<file path="config.mk">
export PLATFORM = sky130hd
export DESIGN_NAME = modem_ctrl_status
export DESIGN_NICKNAME = d
export VERILOG_FILES = /design/src/rtl/modem_ctrl_pkg.sv /design/src/rtl/modem_input_sync.sv /design/src/rtl/modem_ctrl_status.sv
export SDC_FILE = /design/constraint.sdc
export NUM_CORES = 1
export LEC_CHECK = 0
export BUFFER_PORTS_ARGS = -buffer_cell sky130_fd_sc_hd__buf_4
export CAP_MARGIN = 10
export CELL_PAD_IN_SITES_DETAIL_PLACEMENT = 1
export CELL_PAD_IN_SITES_GLOBAL_PLACEMENT = 2
export CORE_AREA = 3 3 88 82
export CTS_BUF_LIST = sky130_fd_sc_hd__clkbuf_8
export DETAILED_ROUTE_END_ITERATION = 6
export DIE_AREA = 0 0 91 85
export PLACE_DENSITY = 0.8
export SYNTH_ARGS = -nofsm -noshare
export SYNTH_HDL_FRONTEND = slang
export SYNTH_SLANG_ARGS = --single-unit
export TNS_END_PERCENT = 100
</file>
<file path="constraint.sdc">
create_clock -name CORE_CLK -period 1.1 [get_ports CORE_CLK]
set_input_delay 0.275 -clock CORE_CLK [delete_from_list [all_inputs] [get_ports CORE_CLK]]
set_output_delay 0.275 -clock CORE_CLK [all_outputs]
set_load 0.005 [all_outputs]
</file>
<file path="src/rtl/modem_ctrl_pkg.sv">
package modem_ctrl_pkg;

    // ------------------------------------------------------------
    // register bus
    // ------------------------------------------------------------
    localparam int DATA_W = 8;
    localparam int ADDR_W = 3;
    localparam logic [2:0] ADDR_IER = 3'h1;
    localparam logic [2:0] ADDR_MCR = 3'h4;
    localparam logic [2:0] ADDR_MSR = 3'h6;

    // ------------------------------------------------------------
    // modem_line_control field positions
    // ------------------------------------------------------------
    localparam int MCR_DTR = 0;
    localparam int MCR_RTS = 1;
    localparam int MCR_FIFO_RDY = 2;
    localparam int MCR_IRQ_OP = 3;
    localparam int MCR_LOOP = 4;
    localparam int MCR_XON_ANY = 5;
    localparam int MCR_TCR_EN = 6;
    localparam int MCR_CLK_DIV4 = 7;

    // ------------------------------------------------------------
    // interrupt_source_enable field positions
    // ------------------------------------------------------------
    localparam int IER_RHR = 0;
    localparam int IER_THR = 1;
    localparam int IER_RLS = 2;
    localparam int IER_MODEM = 3;
    localparam int IER_SLEEP = 4;
    localparam int IER_XOFF = 5;
    localparam int IER_RTS = 6;
    localparam int IER_CTS = 7;

    // ------------------------------------------------------------
    // modem_line_status layout: delta flags low, levels high
    // ------------------------------------------------------------
    localparam int MSR_DELTA_LSB = 0;
    localparam int MSR_LEVEL_LSB = 4;
    localparam int LINE_CTS = 0;
    localparam int LINE_DSR = 1;
    localparam int LINE_RI = 2;
    localparam int LINE_CD = 3;

    // ------------------------------------------------------------
    // reset values and write-protect masks
    // ------------------------------------------------------------
    localparam logic [7:0] MCR_RESET = 8'h00;
    localparam logic [7:0] IER_RESET = 8'h00;
    localparam logic [7:0] MCR_PROT_MASK = 8'hE0;
    localparam logic [7:0] IER_PROT_MASK = 8'hF0;
    localparam logic [7:0] RDATA_RESET = 8'h00;
    localparam logic [3:0] PIN_IDLE_N = 4'hF;
    localparam logic [3:0] LEVEL_RESET = 4'h0;

endpackage

</file>
<file path="src/rtl/modem_input_sync.sv">
`timescale 1ns/1ps
`default_nettype none

module modem_input_sync (
    // clock and reset
    input wire logic clk,
    input wire logic rst_n,
    // active-low modem pins, order cd ri dsr cts
    input wire logic [3:0] pins_n,
    // loop-back selection and its active-high source
    input wire logic loop_en,
    input wire logic [3:0] loop_src,
    // active-high levels and edge pulses
    output logic [3:0] level,
    output logic [3:0] change,
    output logic [3:0] trail
);
    import modem_ctrl_pkg::*;

    logic [3:0] meta_ff;
    logic [3:0] sync_ff;
    logic [3:0] prev_ff;

    // two-stage synchroniser, first stage read only by second
    always_ff @(posedge clk or negedge rst_n) begin
        if (!rst_n) begin
            meta_ff <= PIN_IDLE_N;
            sync_ff <= PIN_IDLE_N;
        end else begin
            meta_ff <= pins_n;
            sync_ff <= meta_ff;
        end
    end

    // complement in normal mode, control bits in loop-back
    always_comb begin
        if (loop_en) begin
            level = loop_src;
        end else begin
            level = ~sync_ff;
        end
    end

    // previous level for edge detection
    always_ff @(posedge clk or negedge rst_n) begin
        if (!rst_n) begin
            prev_ff <= LEVEL_RESET;
        end else begin
            prev_ff <= level;
        end
    end

    // any change, and asserted-to-released (pin low to high)
    assign change = level ^ prev_ff;
    assign trail = prev_ff & ~level;

endmodule

`default_nettype wire

</file>
<file path="src/rtl/modem_ctrl_status.sv">
// Behaviour
// - loop-back feeds control bits into status, tx to rx
// - irq-op bit: interrupt driven/tristated, op low/high
// - fifo-ready register enabled only by bit 2
// - rts pin follows bit 1 unless auto-rts
// - dtr pin follows bit 0, dsr in loop
// - control bits 7..5 writable only when enhanced
// - normal mode status shows complemented modem inputs
// - loop-back status equals control bits 3,2,0,1
// - cd change sets delta flag, read clears
// - ri trailing edge sets flag, read clears
// - dsr change sets delta flag, read clears
// - cts change sets delta flag, read clears
// - enable bits 7,6 gate cts/rts interrupts
// - enable bit 5 gates xoff interrupt
// - enable bit 4 allows sleep mode
// - bits 3,2 gate modem and line interrupts
// - bits 1,0 gate transmit and receive interrupts
// - enable bits 7..4 writable only when enhanced
// - re-enabling transmit interrupt below threshold raises fresh one
// - interrupt asserted while irq-op bit set and any enabled source pends
// - enhanced bit acts only as write permission
`timescale 1ns/1ps
`default_nettype none

module modem_ctrl_status (
    // clock and reset
    input wire logic CORE_CLK,
    input wire logic RST_N,
    // parallel register bus
    input wire logic [modem_ctrl_pkg::ADDR_W-1:0] ADDR,
    input wire logic WR_STB,
    input wire logic RD_STB,
    input wire logic [modem_ctrl_pkg::DATA_W-1:0] WDATA,
    output logic [modem_ctrl_pkg::DATA_W-1:0] RDATA,
    output logic RD_VALID,
    // write permission from the enhanced feature control
    input wire logic ENH_WR_EN,
    // modem pins, all active low
    input wire logic CTS_N,
    input wire logic DSR_N,
    input wire logic CD_N,
    input wire logic RI_N,
    output logic RTS_N,
    output logic DTR_N,
    // hardware flow control
    input wire logic AUTO_RTS_EN,
    input wire logic FLOW_RTS_N,
    // serial path
    input wire logic TX_SERIAL,
    input wire logic RX_PIN,
    output logic TX_PIN,
    output logic RX_SERIAL,
    // interrupt sources from the rest of the channel
    input wire logic RLS_PEND,
    input wire logic RHR_PEND,
    input wire logic THR_BELOW,
    input wire logic THR_EVT,
    input wire logic THR_CLR,
    input wire logic XOFF_PEND,
    input wire logic CTS_RISE_PEND,
    input wire logic RTS_RISE_PEND,
    // interrupt pin and general output
    output logic INT_OUT,
    output logic INT_OE_N,
    output logic OP_N,
    // per-source pending flags for the priority encoder
    output logic MODEM_INT_PEND,
    output logic THR_INT_PEND,
    // control outputs to the rest of the channel
    output logic FIFO_RDY_EN,
    output logic LOOP_EN,
    output logic XON_ANY_EN,
    output logic TCR_TLR_EN,
    output logic CLK_DIV4,
    output logic SLEEP_EN
);
    import modem_ctrl_pkg::*;

    // ------------------------------------------------------------
    // declarations
    // ------------------------------------------------------------
    logic [7:0] mcr_ff;
    logic [7:0] ier_ff;
    logic [3:0] delta_ff;
    logic [3:0] nxt_delta;
    logic thr_pend_ff;
    logic nxt_thr_pend;
    logic [7:0] rdata_ff;
    logic rd_valid_ff;
    logic [7:0] nxt_rdata;
    logic wr_mcr;
    logic wr_ier;
    logic rd_msr;
    logic loop_on;
    logic [3:0] loop_src;
    logic [3:0] line_level;
    logic [3:0] line_change;
    logic [3:0] line_trail;
    logic [3:0] delta_set;
    logic [7:0] msr_value;
    logic [7:0] nxt_ier;
    logic modem_pend;
    logic any_pend;
    logic int_ff;
    logic int_oe_n_ff;
    logic op_n_ff;
    logic rts_n_ff;
    logic dtr_n_ff;
    logic tx_pin_ff;
    logic rx_serial_ff;
    logic modem_pend_ff;

    // ------------------------------------------------------------
    // helpers
    // ------------------------------------------------------------

    // merge a write, keeping protected bits unless permitted
    function automatic logic [7:0] guarded_write(
        input logic [7:0] old_val,
        input logic [7:0] new_val,
        input logic [7:0] prot_mask,
        input logic permit
    );
        logic [7:0] keep;
        keep = permit ? 8'h00 : prot_mask;
        guarded_write = (old_val & keep) | (new_val & ~keep);
    endfunction

    // address match for a bus strobe
    function automatic logic hit(
        input logic stb,
        input logic [2:0] addr,
        input logic [2:0] target
    );
        hit = stb && (addr == target);
    endfunction

    // ------------------------------------------------------------
    // register bus decode
    // ------------------------------------------------------------

    // one strobe per access, unmapped addresses ignored
    assign wr_mcr = hit(WR_STB, ADDR, ADDR_MCR);
    assign wr_ier = hit(WR_STB, ADDR, ADDR_IER);
    assign rd_msr = hit(RD_STB, ADDR, ADDR_MSR);

    // ------------------------------------------------------------
    // modem_line_control
    // ------------------------------------------------------------

    // upper bits need enhanced write permission
    always_ff @(posedge CORE_CLK or negedge RST_N) begin
        if (!RST_N) begin
            mcr_ff <= MCR_RESET;
        end else if (wr_mcr) begin
            mcr_ff <= guarded_write(mcr_ff, WDATA, MCR_PROT_MASK, ENH_WR_EN);
        end
    end

    assign loop_on = mcr_ff[MCR_LOOP];

    // ------------------------------------------------------------
    // interrupt_source_enable
    // ------------------------------------------------------------

    // upper bits need enhanced write permission
    assign nxt_ier = guarded_write(ier_ff, WDATA, IER_PROT_MASK, ENH_WR_EN);

    // all enables reset to disabled
    always_ff @(posedge CORE_CLK or negedge RST_N) begin
        if (!RST_N) begin
            ier_ff <= IER_RESET;
        end else if (wr_ier) begin
            ier_ff <= nxt_ier;
        end
    end

    // ------------------------------------------------------------
    // modem inputs and change detection
    // ------------------------------------------------------------

    // loop-back sources in cd ri dsr cts order
    assign loop_src = {mcr_ff[MCR_IRQ_OP], mcr_ff[MCR_FIFO_RDY], mcr_ff[MCR_DTR], mcr_ff[MCR_RTS]};

    modem_input_sync u_sync (
        .clk(CORE_CLK),
        .rst_n(RST_N),
        .pins_n({CD_N, RI_N, DSR_N, CTS_N}),
        .loop_en(loop_on),
        .loop_src(loop_src),
        .level(line_level),
        .change(line_change),
        .trail(line_trail)
    );

    // cd, dsr, cts flag any change; ri flags only its trailing edge
    always_comb begin
        delta_set = line_change;
        delta_set[LINE_CD] = line_change[LINE_CD];
        delta_set[LINE_DSR] = line_change[LINE_DSR];
        delta_set[LINE_CTS] = line_change[LINE_CTS];
        delta_set[LINE_RI] = line_trail[LINE_RI];
    end

    // read clears, a new edge in the same cycle wins
    always_comb begin
        nxt_delta = delta_ff;
        if (rd_msr) begin
            nxt_delta = 4'h0;
        end
        nxt_delta = nxt_delta | delta_set;
    end

    // sticky delta flags
    always_ff @(posedge CORE_CLK or negedge RST_N) begin
        if (!RST_N) begin
            delta_ff <= 4'h0;
        end else begin
            delta_ff <= nxt_delta;
        end
    end

    // status image: levels high, deltas low
    assign msr_value = {line_level, delta_ff};

    // ------------------------------------------------------------
    // read data
    // ------------------------------------------------------------

    // mux for the three mapped registers, zero elsewhere
    always_comb begin
        case (ADDR)
            ADDR_MCR: nxt_rdata = mcr_ff;
            ADDR_IER: nxt_rdata = ier_ff;
            ADDR_MSR: nxt_rdata = msr_value;
            default: nxt_rdata = RDATA_RESET;
        endcase
    end

    // data registered one cycle after the read strobe
    always_ff @(posedge CORE_CLK or negedge RST_N) begin
        if (!RST_N) begin
            rdata_ff <= RDATA_RESET;
            rd_valid_ff <= 1'b0;
        end else begin
            rd_valid_ff <= RD_STB;
            if (RD_STB) begin
                rdata_ff <= nxt_rdata;
            end
        end
    end

    // ------------------------------------------------------------
    // interrupt sources
    // ------------------------------------------------------------

    // modem interrupt while any flag set and enabled
    assign modem_pend = ier_ff[IER_MODEM] && (delta_ff != 4'h0);

    // transmit holding pending: event or re-enable below threshold
    always_comb begin
        nxt_thr_pend = thr_pend_ff;
        if (THR_CLR) begin
            nxt_thr_pend = 1'b0;
        end
        if (THR_EVT) begin
            nxt_thr_pend = 1'b1;
        end
        if (wr_ier && !ier_ff[IER_THR] && nxt_ier[IER_THR] && THR_BELOW) begin
            nxt_thr_pend = 1'b1;
        end
    end

    // sticky transmit holding source
    always_ff @(posedge CORE_CLK or negedge RST_N) begin
        if (!RST_N) begin
            thr_pend_ff <= 1'b0;
        end else begin
            thr_pend_ff <= nxt_thr_pend;
        end
    end

    // each source gated by its own enable bit
    assign any_pend = (ier_ff[IER_RLS] && RLS_PEND)
        || (ier_ff[IER_RHR] && RHR_PEND)
        || (ier_ff[IER_THR] && thr_pend_ff)
        || modem_pend
        || (ier_ff[IER_XOFF] && XOFF_PEND)
        || (ier_ff[IER_CTS] && CTS_RISE_PEND)
        || (ier_ff[IER_RTS] && RTS_RISE_PEND);

    // ------------------------------------------------------------
    // interrupt pin and general output
    // ------------------------------------------------------------

    // enable off: pin released, op high; on: pin driven, op low
    always_ff @(posedge CORE_CLK or negedge RST_N) begin
        if (!RST_N) begin
            int_ff <= 1'b0;
            int_oe_n_ff <= 1'b1;
            op_n_ff <= 1'b1;
        end else begin
            int_ff <= mcr_ff[MCR_IRQ_OP] && any_pend;
            int_oe_n_ff <= ~mcr_ff[MCR_IRQ_OP];
            op_n_ff <= ~mcr_ff[MCR_IRQ_OP];
        end
    end

    // pending flags handed to the priority encoder
    always_ff @(posedge CORE_CLK or negedge RST_N) begin
        if (!RST_N) begin
            modem_pend_ff <= 1'b0;
        end else begin
            modem_pend_ff <= modem_pend;
        end
    end

    // ------------------------------------------------------------
    // modem control outputs
    // ------------------------------------------------------------

    // rts from flow control when automatic, else the control bit
    always_ff @(posedge CORE_CLK or negedge RST_N) begin
        if (!RST_N) begin
            rts_n_ff <= 1'b1;
            dtr_n_ff <= 1'b1;
        end else begin
            if (AUTO_RTS_EN) begin
                rts_n_ff <= FLOW_RTS_N;
            end else begin
                rts_n_ff <= ~mcr_ff[MCR_RTS];
            end
            dtr_n_ff <= ~mcr_ff[MCR_DTR];
        end
    end

    // ------------------------------------------------------------
    // serial loop-back
    // ------------------------------------------------------------

    // in loop-back tx idles high and rx hears our own tx
    always_ff @(posedge CORE_CLK or negedge RST_N) begin
        if (!RST_N) begin
            tx_pin_ff <= 1'b1;
            rx_serial_ff <= 1'b1;
        end else begin
            if (loop_on) begin
                tx_pin_ff <= 1'b1;
                rx_serial_ff <= TX_SERIAL;
            end else begin
                tx_pin_ff <= TX_SERIAL;
                rx_serial_ff <= RX_PIN;
            end
        end
    end

    // ------------------------------------------------------------
    // outputs
    // ------------------------------------------------------------

    assign RDATA = rdata_ff;
    assign RD_VALID = rd_valid_ff;
    assign RTS_N = rts_n_ff;
    assign DTR_N = dtr_n_ff;
    assign TX_PIN = tx_pin_ff;
    assign RX_SERIAL = rx_serial_ff;
    assign INT_OUT = int_ff;
    assign INT_OE_N = int_oe_n_ff;
    assign OP_N = op_n_ff;
    assign MODEM_INT_PEND = modem_pend_ff;
    assign THR_INT_PEND = thr_pend_ff;

    // straight from the control registers
    assign FIFO_RDY_EN = mcr_ff[MCR_FIFO_RDY];
    assign LOOP_EN = mcr_ff[MCR_LOOP];
    assign XON_ANY_EN = mcr_ff[MCR_XON_ANY];
    assign TCR_TLR_EN = mcr_ff[MCR_TCR_EN];
    assign CLK_DIV4 = mcr_ff[MCR_CLK_DIV4];
    assign SLEEP_EN = ier_ff[IER_SLEEP];

endmodule

`default_nettype wire

</file>
==> results of run 1 <==
layout by cell type (no fill, tap or decap), types with 3 or more instances in the layout:
cell / n
nor3b_1: 3
o22ai_1: 3
dfrtp_1: 34
mux2_4: 4
clkbuf_8: 6
mux2_2: 10
nand2_1: 14
nand2_4: 3
o21ai_0: 6
mux2i_1: 3
buf_4: 56
a221oi_2: 3
dfstp_2: 13
buf_6: 33
nor2_1: 9
inv_1: 10
a21oi_1: 9
power by group through the flow:
stage | clock network, uW | registers, uW | logic [uW]
floorplan | 0 | 2300 | 477
global placement | 0 | 2360 | 1040
detailed placement | 0 | 2370 | 1070
CTS | 1100 | 2360 | 1370
global route | 1150 | 2410 | 1570
finish | 1050 | 2370 | 1450
per-stage QoR:
stage	hold slack, ns	cells	instance area [um2]
finish	0.08621	341	3095
global route	0.07019	341	3095
CTS	0.07435	338	3010
detailed placement	0.1820	318	2674
global placement	0.1791	318	2674
floorplan	-0.02059	157	2004
cell families (layout without fill, tap and decap cells):
| group | after synthesis | count (layout) | share of synthesized area, % |
|---|---|---|---|
| AO/OA/AOI/OAI | 31 | 31 | 9.868 |
| multiplexers | 20 | 20 | 11.65 |
| AND/OR/NAND/NOR | 40 | 40 | 10.50 |
| XOR/XNOR | 3 | 3 | 1.337 |
| buffers and inverters | 14 | 108 | 3.437 |
| flip-flops | 49 | 49 | 63.21 |
area by class of cell:
type / count / area, um2
clock buffer: 6 / 82.58
clock inverter: 2 / 7.507
fill: 729 / 3351
inverter: 8 / 30.03
multi-input combinational: 94 / 775.7
sequential: 49 / 1245
tap: 90 / 112.6
timing repair buffer: 92 / 842.1
critical path: cells and delay by family (launching register included):
family,cells,cell delay (ns)
DFF,1,0.47
AOI/OAI and AO/OA,2,0.34
muxes,1,0.19
buffers and inverters,1,0.14
worst paths after layout:
path,slack [ns],to,from
setup / recovery,-0.18,RDATA[5]$_DFFE_PN0P_,mcr_ff[4]$_DFFE_PN0P_
setup reg to reg,-0.18,RDATA[5]$_DFFE_PN0P_,mcr_ff[4]$_DFFE_PN0P_
hold / removal,0.09,u_sync.meta_ff[2]$_DFF_PN1_,RI_N
max in group asynchronous,0.24,u_sync.sync_ff[0]$_DFF_PN1_,RST_N
min in group asynchronous,0.40,mcr_ff[0]$_DFFE_PN0P_,RST_N
hold reg to reg,0.36,u_sync.sync_ff[2]$_DFF_PN1_,u_sync.meta_ff[2]$_DFF_PN1_
synthesized netlist by cell type:
master,instances,area share [%]
nand2_4,1,0.57
dfstp_2,13,17
clkbuf_1,1,0.19
nor2_1,9,1.7
nor3_1,1,0.25
nor3b_1,4,1.5
a31oi_1,1,0.32
nand3_1,2,0.51
mux2_2,11,6.3
o221ai_1,1,0.45
xnor2_1,3,1.3
a22o_1,2,0.89
inv_1,8,1.5
mux2i_1,6,3.1
a221oi_1,3,1.3
mux2_4,3,2.3
o21ai_0,8,2.0
a22oi_1,1,0.38
buf_4,1,0.38
and2b_2,1,0.45
o31ai_1,1,0.38
dfrtp_1,36,46
nor2b_1,1,0.32
or2_2,1,0.32
nand2b_1,1,0.32
buf_6,1,0.57
buf_2,3,0.76
o22ai_1,3,0.95
nor3b_4,1,0.95
o41a_1,1,0.57
nand2_1,17,3.2
a21oi_1,10,2.5
and2_1,1,0.32
routing by layer:
metal / GRT usage, % / vias to the layer above
li1: - / 725
met1: 17.63 / 768
met2: 24.00 / 47
met3: 3.989 / 13
met4: 4.795 / 0
met5: 0 / -
repair_timing:
item                                    in CTS  in global routing
pin swaps                                    7                 12
buffers inserted                            11                  3
endpoints found under the setup margin      33                 41
cloned                                       0                  0
resized for setup                           38                 15
hold endpoints to repair                    15                  0
hold buffers                                 1                  0
==> out/qor.yml, run 1 <==
setup_path:
  startpoint_type: "flop"
  rr_worst_depth: 4
  critPathMaxStageDelay_ns: 0.47
  criticalPathCategory: "flop to flop"
  arrival_ns: 1.44
  path_cells: "buf_6 -> mux2i_4 -> a221oi_2 -> o22ai_1"
  cp.required_ns: 1.26
  crit_slowest_cell: "dfrtp_2"
  cp_max_fo: 5
  cp-end-kind: "flop"
job:
  cap_violations: 0
power:
  irDropWorstVdd_v: 0.0006368
  switchingPower_uw: 1336
  power_uw: 4872
  p_sw_share_pct: 27.42
  leakage_uw: 0.001437
  p_comb_share_pct: 29.8
  power_frac_clock_pct: 21.6
  internal_power_uw: 3536
  pwr-share-seq_pct: 48.6
  p_per_area_mw_per_mm2: 1574
grt:
  grt_max_degree: 20
  antenna_found_initial: 0
  grtUsageTotal_pct: 14.22
  overflow: 0
  first_global_vias: 1707
  grt_first_pass_wirelength_um: 8514
floorplanning:
  start_util_pct: 30.49
  row_count: 28
  die_area_mm2: 0.007735
  fp.dieW_um: 91
  core_area_mm2: 0.006446
  pin_count: 56
  fp.dieH_um: 85
timing:
  finalHoldViolCount: 0
  slew_viol_final: 0
  tightest_slew_ns: 0.3697
  relSlewSlack_pct: 75.09
  setup_ws_ns: -0.1768
  skew_ns: 0.009940
  finalCriticalPeriod_ns: 1.277
  rsz0062_at_grt: "yes"
  setup_viol: 17
  fin_crit_sh_pct: 116.1
  fin_tns_setup_ns: -1.616
  max_freq_mhz: 783.2
routing:
  top_layer: "met4"
  vias_per_cell: 4.554
  ant_nets: 0
  vias: 1553
  post_drt_wl_per_cell_um: 15.56
  drt_iter0_markers: 96
  drt-met1-wl_um: 2294
  first_pass_iters: 4
  wl_met2_um: 2609
  wl_met3_um: 306
  wirelength_um: 5306
  drcViolationCount: 0
synth:
  syn_avg_cell_area_um2: 12.52
  syn_area_mm2: 0.001966
  ys.warnings.count: 0
  syn_nets: 189
  ys_ff_latch: 49
  synth.distinct_cells: 33
  ys_seq_area_share_pct: 63.21
  syn_inst: 157
cells_and_area:
  utilization_pct: 48.02
  diodes: 0
  syn2layout_area_growth_pct: 57.48
  drive_gt1_share_pct: 58.57
  nNetsFinal: 282
clocking:
  clock_latency_ns: 0.30
  cts_inserted_buffers: 5
  clk_pin_slew_ns: 0.08
  cts.sinks: 49
  cts_root_buffer: "clkbuf_8"
  clockBufferDepth: 2
  tritoncts: "built"
  htree_levels: 2
placement:
  portBuffers: 55
  dp_hpwl_um: 4001
  place.gp.congestion: 0.8665
  place_ws_ns: -0.2830
run_status:
  violations: "negative setup slack"
  outcome: "complete, but fails checks"
hold_path:
  holdCritPathClass: "input port to flop"
  min_path_cells: 1
Note: power is estimated with default switching activity, not from simulation.
==> inputs of run 2 (changes only) <==
CORE_AREA = 3 3 100 73   (was 3 3 88 82)
DIE_AREA = 0 0 103 76   (was 0 0 91 85)
PLACE_DENSITY = 0.86   (was 0.8)
==> run 2 against run 1 <==
Net effect: the run still ends with negative setup slack left; critical path depth unchanged; cell count up 0.59%; global-route usage is 1.3 points higher; clock-buffer cell count shrank 1; largest cell class unchanged.
==> out/qor.yml, run 2 (same netlist as run 1, synthesis figures left out) <==
run_status:
  outcome: "complete, but fails checks"
  violations: "negative setup slack"
timing:
  slew_viol_final: 0
  tightest_slew_ns: 0.2844
  setup_ws_ns: -0.1929
  max_freq_mhz: 773.4
  fin_crit_sh_pct: 117.5
  finalHoldViolCount: 0
  skew_ns: 0.006396
  setup_viol: 27
  finalCriticalPeriod_ns: 1.293
  relSlewSlack_pct: 81.00
  rsz0062_at_grt: "yes"
floorplanning:
  row_count: 24
  pin_count: 56
  core_area_mm2: 0.006306
  die_area_mm2: 0.007828
  start_util_pct: 31.17
  fp.dieH_um: 76
  fp.dieW_um: 103
setup_path:
  worstReg2RegStart: "mcr_ff[4]$_DFFE_PN0P_"
  startpoint_type: "flop"
  arrival_ns: 1.47
  crit_slowest_cell: "dfrtp_2"
  criticalPathCategory: "flop to flop"
  path_cells: "buf_8 -> mux2i_4 -> a221oi_2 -> o22ai_1"
  cp-end-kind: "flop"
  critPathMaxStageDelay_ns: 0.44
  setup.worst_path.start: "mcr_ff[4]$_DFFE_PN0P_"
  cp_max_fo: 7
  cp.required_ns: 1.28
job:
  cap_violations: 0
clocking:
  cts.sinks: 49
  cts_inserted_buffers: 5
  clock_latency_ns: 0.31
  htree_levels: 2
  clockBufferDepth: 2
  tritoncts: "built"
  cts_root_buffer: "clkbuf_8"
  clk_pin_slew_ns: 0.09
power:
  p_per_area_mw_per_mm2: 1578
  switchingPower_uw: 1421
  power_frac_clock_pct: 21.6
  pwr-share-seq_pct: 46.8
  leakage_uw: 0.001485
  p_sw_share_pct: 28.50
  p_comb_share_pct: 31.6
  irDropWorstVdd_v: 0.0006738
  internal_power_uw: 3565
cells_and_area:
  nNetsFinal: 296
  fin_cells: 343
  filler_cell_count: 663
  syn2layout_area_growth_pct: 60.79
  diodes: 0
  drive_gt1_share_pct: 61.51
  final_common_cell: "buf_4"
  final_cell_mix: "71 x buf_4, 35 x dfrtp_1, 32 x buf_6, 14 x nand2_1, 13 x dfstp_2"
routing:
  drcViolationCount: 0
  post_drt_wl_per_cell_um: 16.88
  first_pass_iters: 4
  wirelength_um: 5790
  ant_nets: 0
  drt_iter0_markers: 42
  vias: 1624
  vias_per_cell: 4.735
grt:
  antenna_found_initial: 0
  overflow: 0
  first_global_vias: 1876
  grt_first_pass_wirelength_um: 9411
  grtUsageTotal_pct: 15.57
  grt_max_degree: 19
placement:
  place.gp.congestion: 0.7604
  dp_cells: 314
  portBuffers: 55
  place_ws_ns: -0.2842
  dp_hpwl_um: 4082
hold_path:
  holdCritPathClass: "input port to flop"
  min_from: "CD_N"
run 2: metal layers:
metal	vias up	GRT usage, %	routed length (um)
met5	-	0	0
met4	0	3.622	61
met3	8	5.032	367
met2	57	25.22	2915
met1	806	20.17	2446
li1	753	-	-
run 2: area by class of cell:
| cell class | count | area (um2) | share of cell area (%) |
|---|---|---|---|
| Clock inverter | 3 | 21.27 | 0.6730 |
| Multi-Input combinational cell | 94 | 760.7 | 24.07 |
| Sequential cell | 49 | 1244 | 39.35 |
| Tap cell | 78 | 97.59 | 3.088 |
| Clock buffer | 5 | 68.82 | 2.177 |
| Inverter | 8 | 30.03 | 0.9501 |
| Timing Repair Buffer | 106 | 938.4 | 29.69 |
run 2: through the flow:
step	area, um2	TNS [ns]	power (uW)	hold WS (ns)	utilization, %
after CTS	3078	-1.844	4945	0.05287	48.81
after floorplan	2004	-1.527	2781	-0.02059	-
final	3161	-1.977	4986	0.06719	50.12
after global placement	2706	-4.488	3447	0.1582	42.92
after global routing	3161	-3.772	5314	0.02991	50.12
after detailed placement	2706	-5.170	3497	0.1602	42.92
run 2: power groups by stage:
| stage | clock, uW | sequential (uW) | combinational [uW] |
|---|---|---|---|
| 2_1_floorplan | 0 | 2300 | 477 |
| 3_3_place_gp | 0 | 2330 | 1110 |
| 3_5_place_dp | 0 | 2350 | 1150 |
| 4_1_cts | 1130 | 2320 | 1500 |
| 5_1_grt | 1220 | 2370 | 1720 |
| 6_report | 1080 | 2330 | 1580 |
run 2: final timing paths:
kind                       slack (ns)                     endpoint  cells after the start
setup / recovery                -0.19         RDATA[5]$_DFFE_PN0P_                      4
hold / removal                   0.07  u_sync.meta_ff[3]$_DFF_PN1_                      1
setup reg to reg                -0.19         RDATA[5]$_DFFE_PN0P_                      4
hold reg to reg                  0.36  u_sync.sync_ff[3]$_DFF_PN1_                      0
max in group asynchronous        0.24                    async pin                      3
min in group asynchronous        0.37        mcr_ff[1]$_DFFE_PN0P_                      2
run 2: worst max-delay path, delay by kind of cell, from the launching register on:
kind                   cells  cell delay (ns)
AOI/OAI and AO/OA          2             0.38
buffers and inverters      1             0.15
muxes                      1             0.20
DFF                        1             0.44
run 2: repair_timing:
action                                  CTS  global route
endpoints found under the hold margin    12             0
hold buffers                              1             0
endpoints found under the setup margin   33            38
gates cloned                              0             0
gates resized for setup                  39            13
setup buffers                            15             6
pin swaps                                 7            10
==> inputs of run 3 (changes only) <==
SKIP_LAST_GASP = 1   (was unset)
==> run 3 against run 2 <==
Net effect: maximum frequency grew 2.6%; sequential power is essentially flat; largest power group unchanged; critical path depth is the same; core utilization grew 0.060 points; the run still ends with negative setup slack left; routed wire length shrank 0.33%; worst hold slack gained 0.0010 ns.
==> out/qor.yml, run 3 (same netlist as run 1, synthesis figures left out) <==
placement:
  portBuffers: 55
  place.gp.congestion: 0.7604
  dp_hpwl_um: 4082
clocking:
  cts.sinks: 49
  clk_pin_slew_ns: 0.09
  cts_root_buffer: "clkbuf_8"
  clockBufferDepth: 2
  tritoncts: "built"
  clock_latency_ns: 0.30
  cts_inserted_buffers: 5
  htree_levels: 2
cells_and_area:
  final_common_cell: "buf_4"
  ff_latch_area_mm2: 0.001244
  multiInputGateArea_um2: 764.5
  final_cell_mix: "71 x buf_4, 35 x dfrtp_1, 32 x buf_6, 14 x nand2_1, 13 x dfstp_2"
  nNetsFinal: 296
  utilization_pct: 50.18
  drive_gt1_share_pct: 61.89
  filler_cell_count: 664
  diodes: 0
  syn2layout_area_growth_pct: 60.98
timing:
  relSlewSlack_pct: 79.23
  rsz0062_at_grt: "yes"
  finalHoldViolCount: 0
  setup_viol: 28
  fin_tns_setup_ns: -1.934
  skew_ns: 0.004272
  setup_ws_ns: -0.1608
  fin_crit_sh_pct: 114.6
  finalCriticalPeriod_ns: 1.261
  max_freq_mhz: 793.2
  slew_viol_final: 0
  hold_slack_ns: 0.06820
  tightest_slew_ns: 0.3109
floorplanning:
  fp.dieH_um: 76
  row_count: 24
  start_util_pct: 31.17
  core_area_mm2: 0.006306
  pin_count: 56
  die_area_mm2: 0.007828
  fp.dieW_um: 103
setup_path:
  cp.required_ns: 1.28
  crit_slowest_cell: "dfrtp_2"
  path_cells: "buf_8 -> mux2i_4 -> a221oi_2 -> o22ai_1"
  critPathMaxStageDelay_ns: 0.44
  startpoint_type: "flop"
  criticalPathCategory: "flop to flop"
  cp-end-kind: "flop"
  cp_max_fo: 7
  arrival_ns: 1.44
grt:
  grtUsageTotal_pct: 15.49
  grt_max_degree: 19
  first_global_vias: 1868
  grt_first_pass_wirelength_um: 9342
  overflow: 0
  antenna_found_initial: 0
power:
  switchingPower_uw: 1430
  irDropWorstVdd_v: 0.0006775
  p_sw_share_pct: 28.62
  p_per_area_mw_per_mm2: 1579
  p_comb_share_pct: 31.6
  pwr-share-seq_pct: 46.7
  leakage_uw: 0.001485
  power_frac_clock_pct: 21.6
  internal_power_uw: 3566
routing:
  vias_per_cell: 4.671
  ant_nets: 0
  drcViolationCount: 0
  post_drt_wl_per_cell_um: 16.83
  vias: 1602
  wirelength_um: 5771
  first_pass_iters: 6
  drt_iter0_markers: 37
run_status:
  violations: "negative setup slack"
  outcome: "complete, but fails checks"
hold_path:
  holdCritPathClass: "input port to flop"
job:
  cap_violations: 0
[run 3: layout make-up]
| cell class | instances | area share, % |
|---|---|---|
| Sequential cell | 49 | 39.30 |
| Clock inverter | 3 | 0.6722 |
| Clock buffer | 5 | 2.175 |
| Inverter | 8 | 0.9490 |
| Tap cell | 78 | 3.084 |
| Multi-Input combinational cell | 94 | 24.16 |
| Timing Repair Buffer | 106 | 29.66 |
[run 3: what timing repair did]
item	4_1_cts	5_1_grt
setup buffers	15	6
hold buffers	1	0
resized for setup	38	15
pin swaps	6	10
hold endpoints to repair	12	0
setup endpoints to repair	33	37
[run 3: power groups by stage]
stage                     Combinational, uW  Sequential (uW)  Clock (uW)
after floorplan                         477             2300           0
after global placement                 1110             2330           0
after detailed placement               1150             2350           0
after CTS                              1490             2320        1130
after global routing                   1720             2370        1220
final                                  1580             2330        1080
[run 3: path summary, 6_finish.rpt]
kind                                             startpoint                          end  slack, ns  cells past startpoint
max in group asynchronous                             RST_N         RDATA[5]$_DFFE_PN0P_       0.23                      3
min in group asynchronous                             RST_N        mcr_ff[1]$_DFFE_PN0P_       0.37                      2
worst max register to register        mcr_ff[4]$_DFFE_PN0P_         RDATA[5]$_DFFE_PN0P_      -0.16                      4
worst min-delay path                                   CD_N  u_sync.meta_ff[3]$_DFF_PN1_       0.07                      1
worst min register to register  u_sync.meta_ff[3]$_DFF_PN1_  u_sync.sync_ff[3]$_DFF_PN1_       0.36                      0
worst max-delay path                  mcr_ff[4]$_DFFE_PN0P_         RDATA[5]$_DFFE_PN0P_      -0.16                      4
[run 3: metal layers]
layer	vias up	part of all wire, %	track usage, %
met5	-	0	0
met4	0	0.68	3.622
met3	7	5.9	5.032
met2	48	50	25.22
met1	794	43	19.94
li1	753	-	-
[run 3: through the flow]
| stage | area [um2] | worst slack, ns | std cells | total power, uW |
|---|---|---|---|---|
| floorplan | 2004 | -0.2765 | 157 | 2781 |
| global placement | 2706 | -0.2638 | 314 | 3447 |
| detailed placement | 2706 | -0.2842 | 314 | 3497 |
| CTS | 3072 | -0.1499 | 338 | 4939 |
| global route | 3164 | -0.2412 | 343 | 5316 |
| finish | 3164 | -0.1608 | 343 | 4996 |
[run 3: critical path, delay by kind of cell (launching register included)]
kind | cells | cell delay, ns
DFF | 1 | 0.44
buffers and inverters | 1 | 0.15
muxes | 1 | 0.20
AOI/OAI and AO/OA | 2 | 0.35
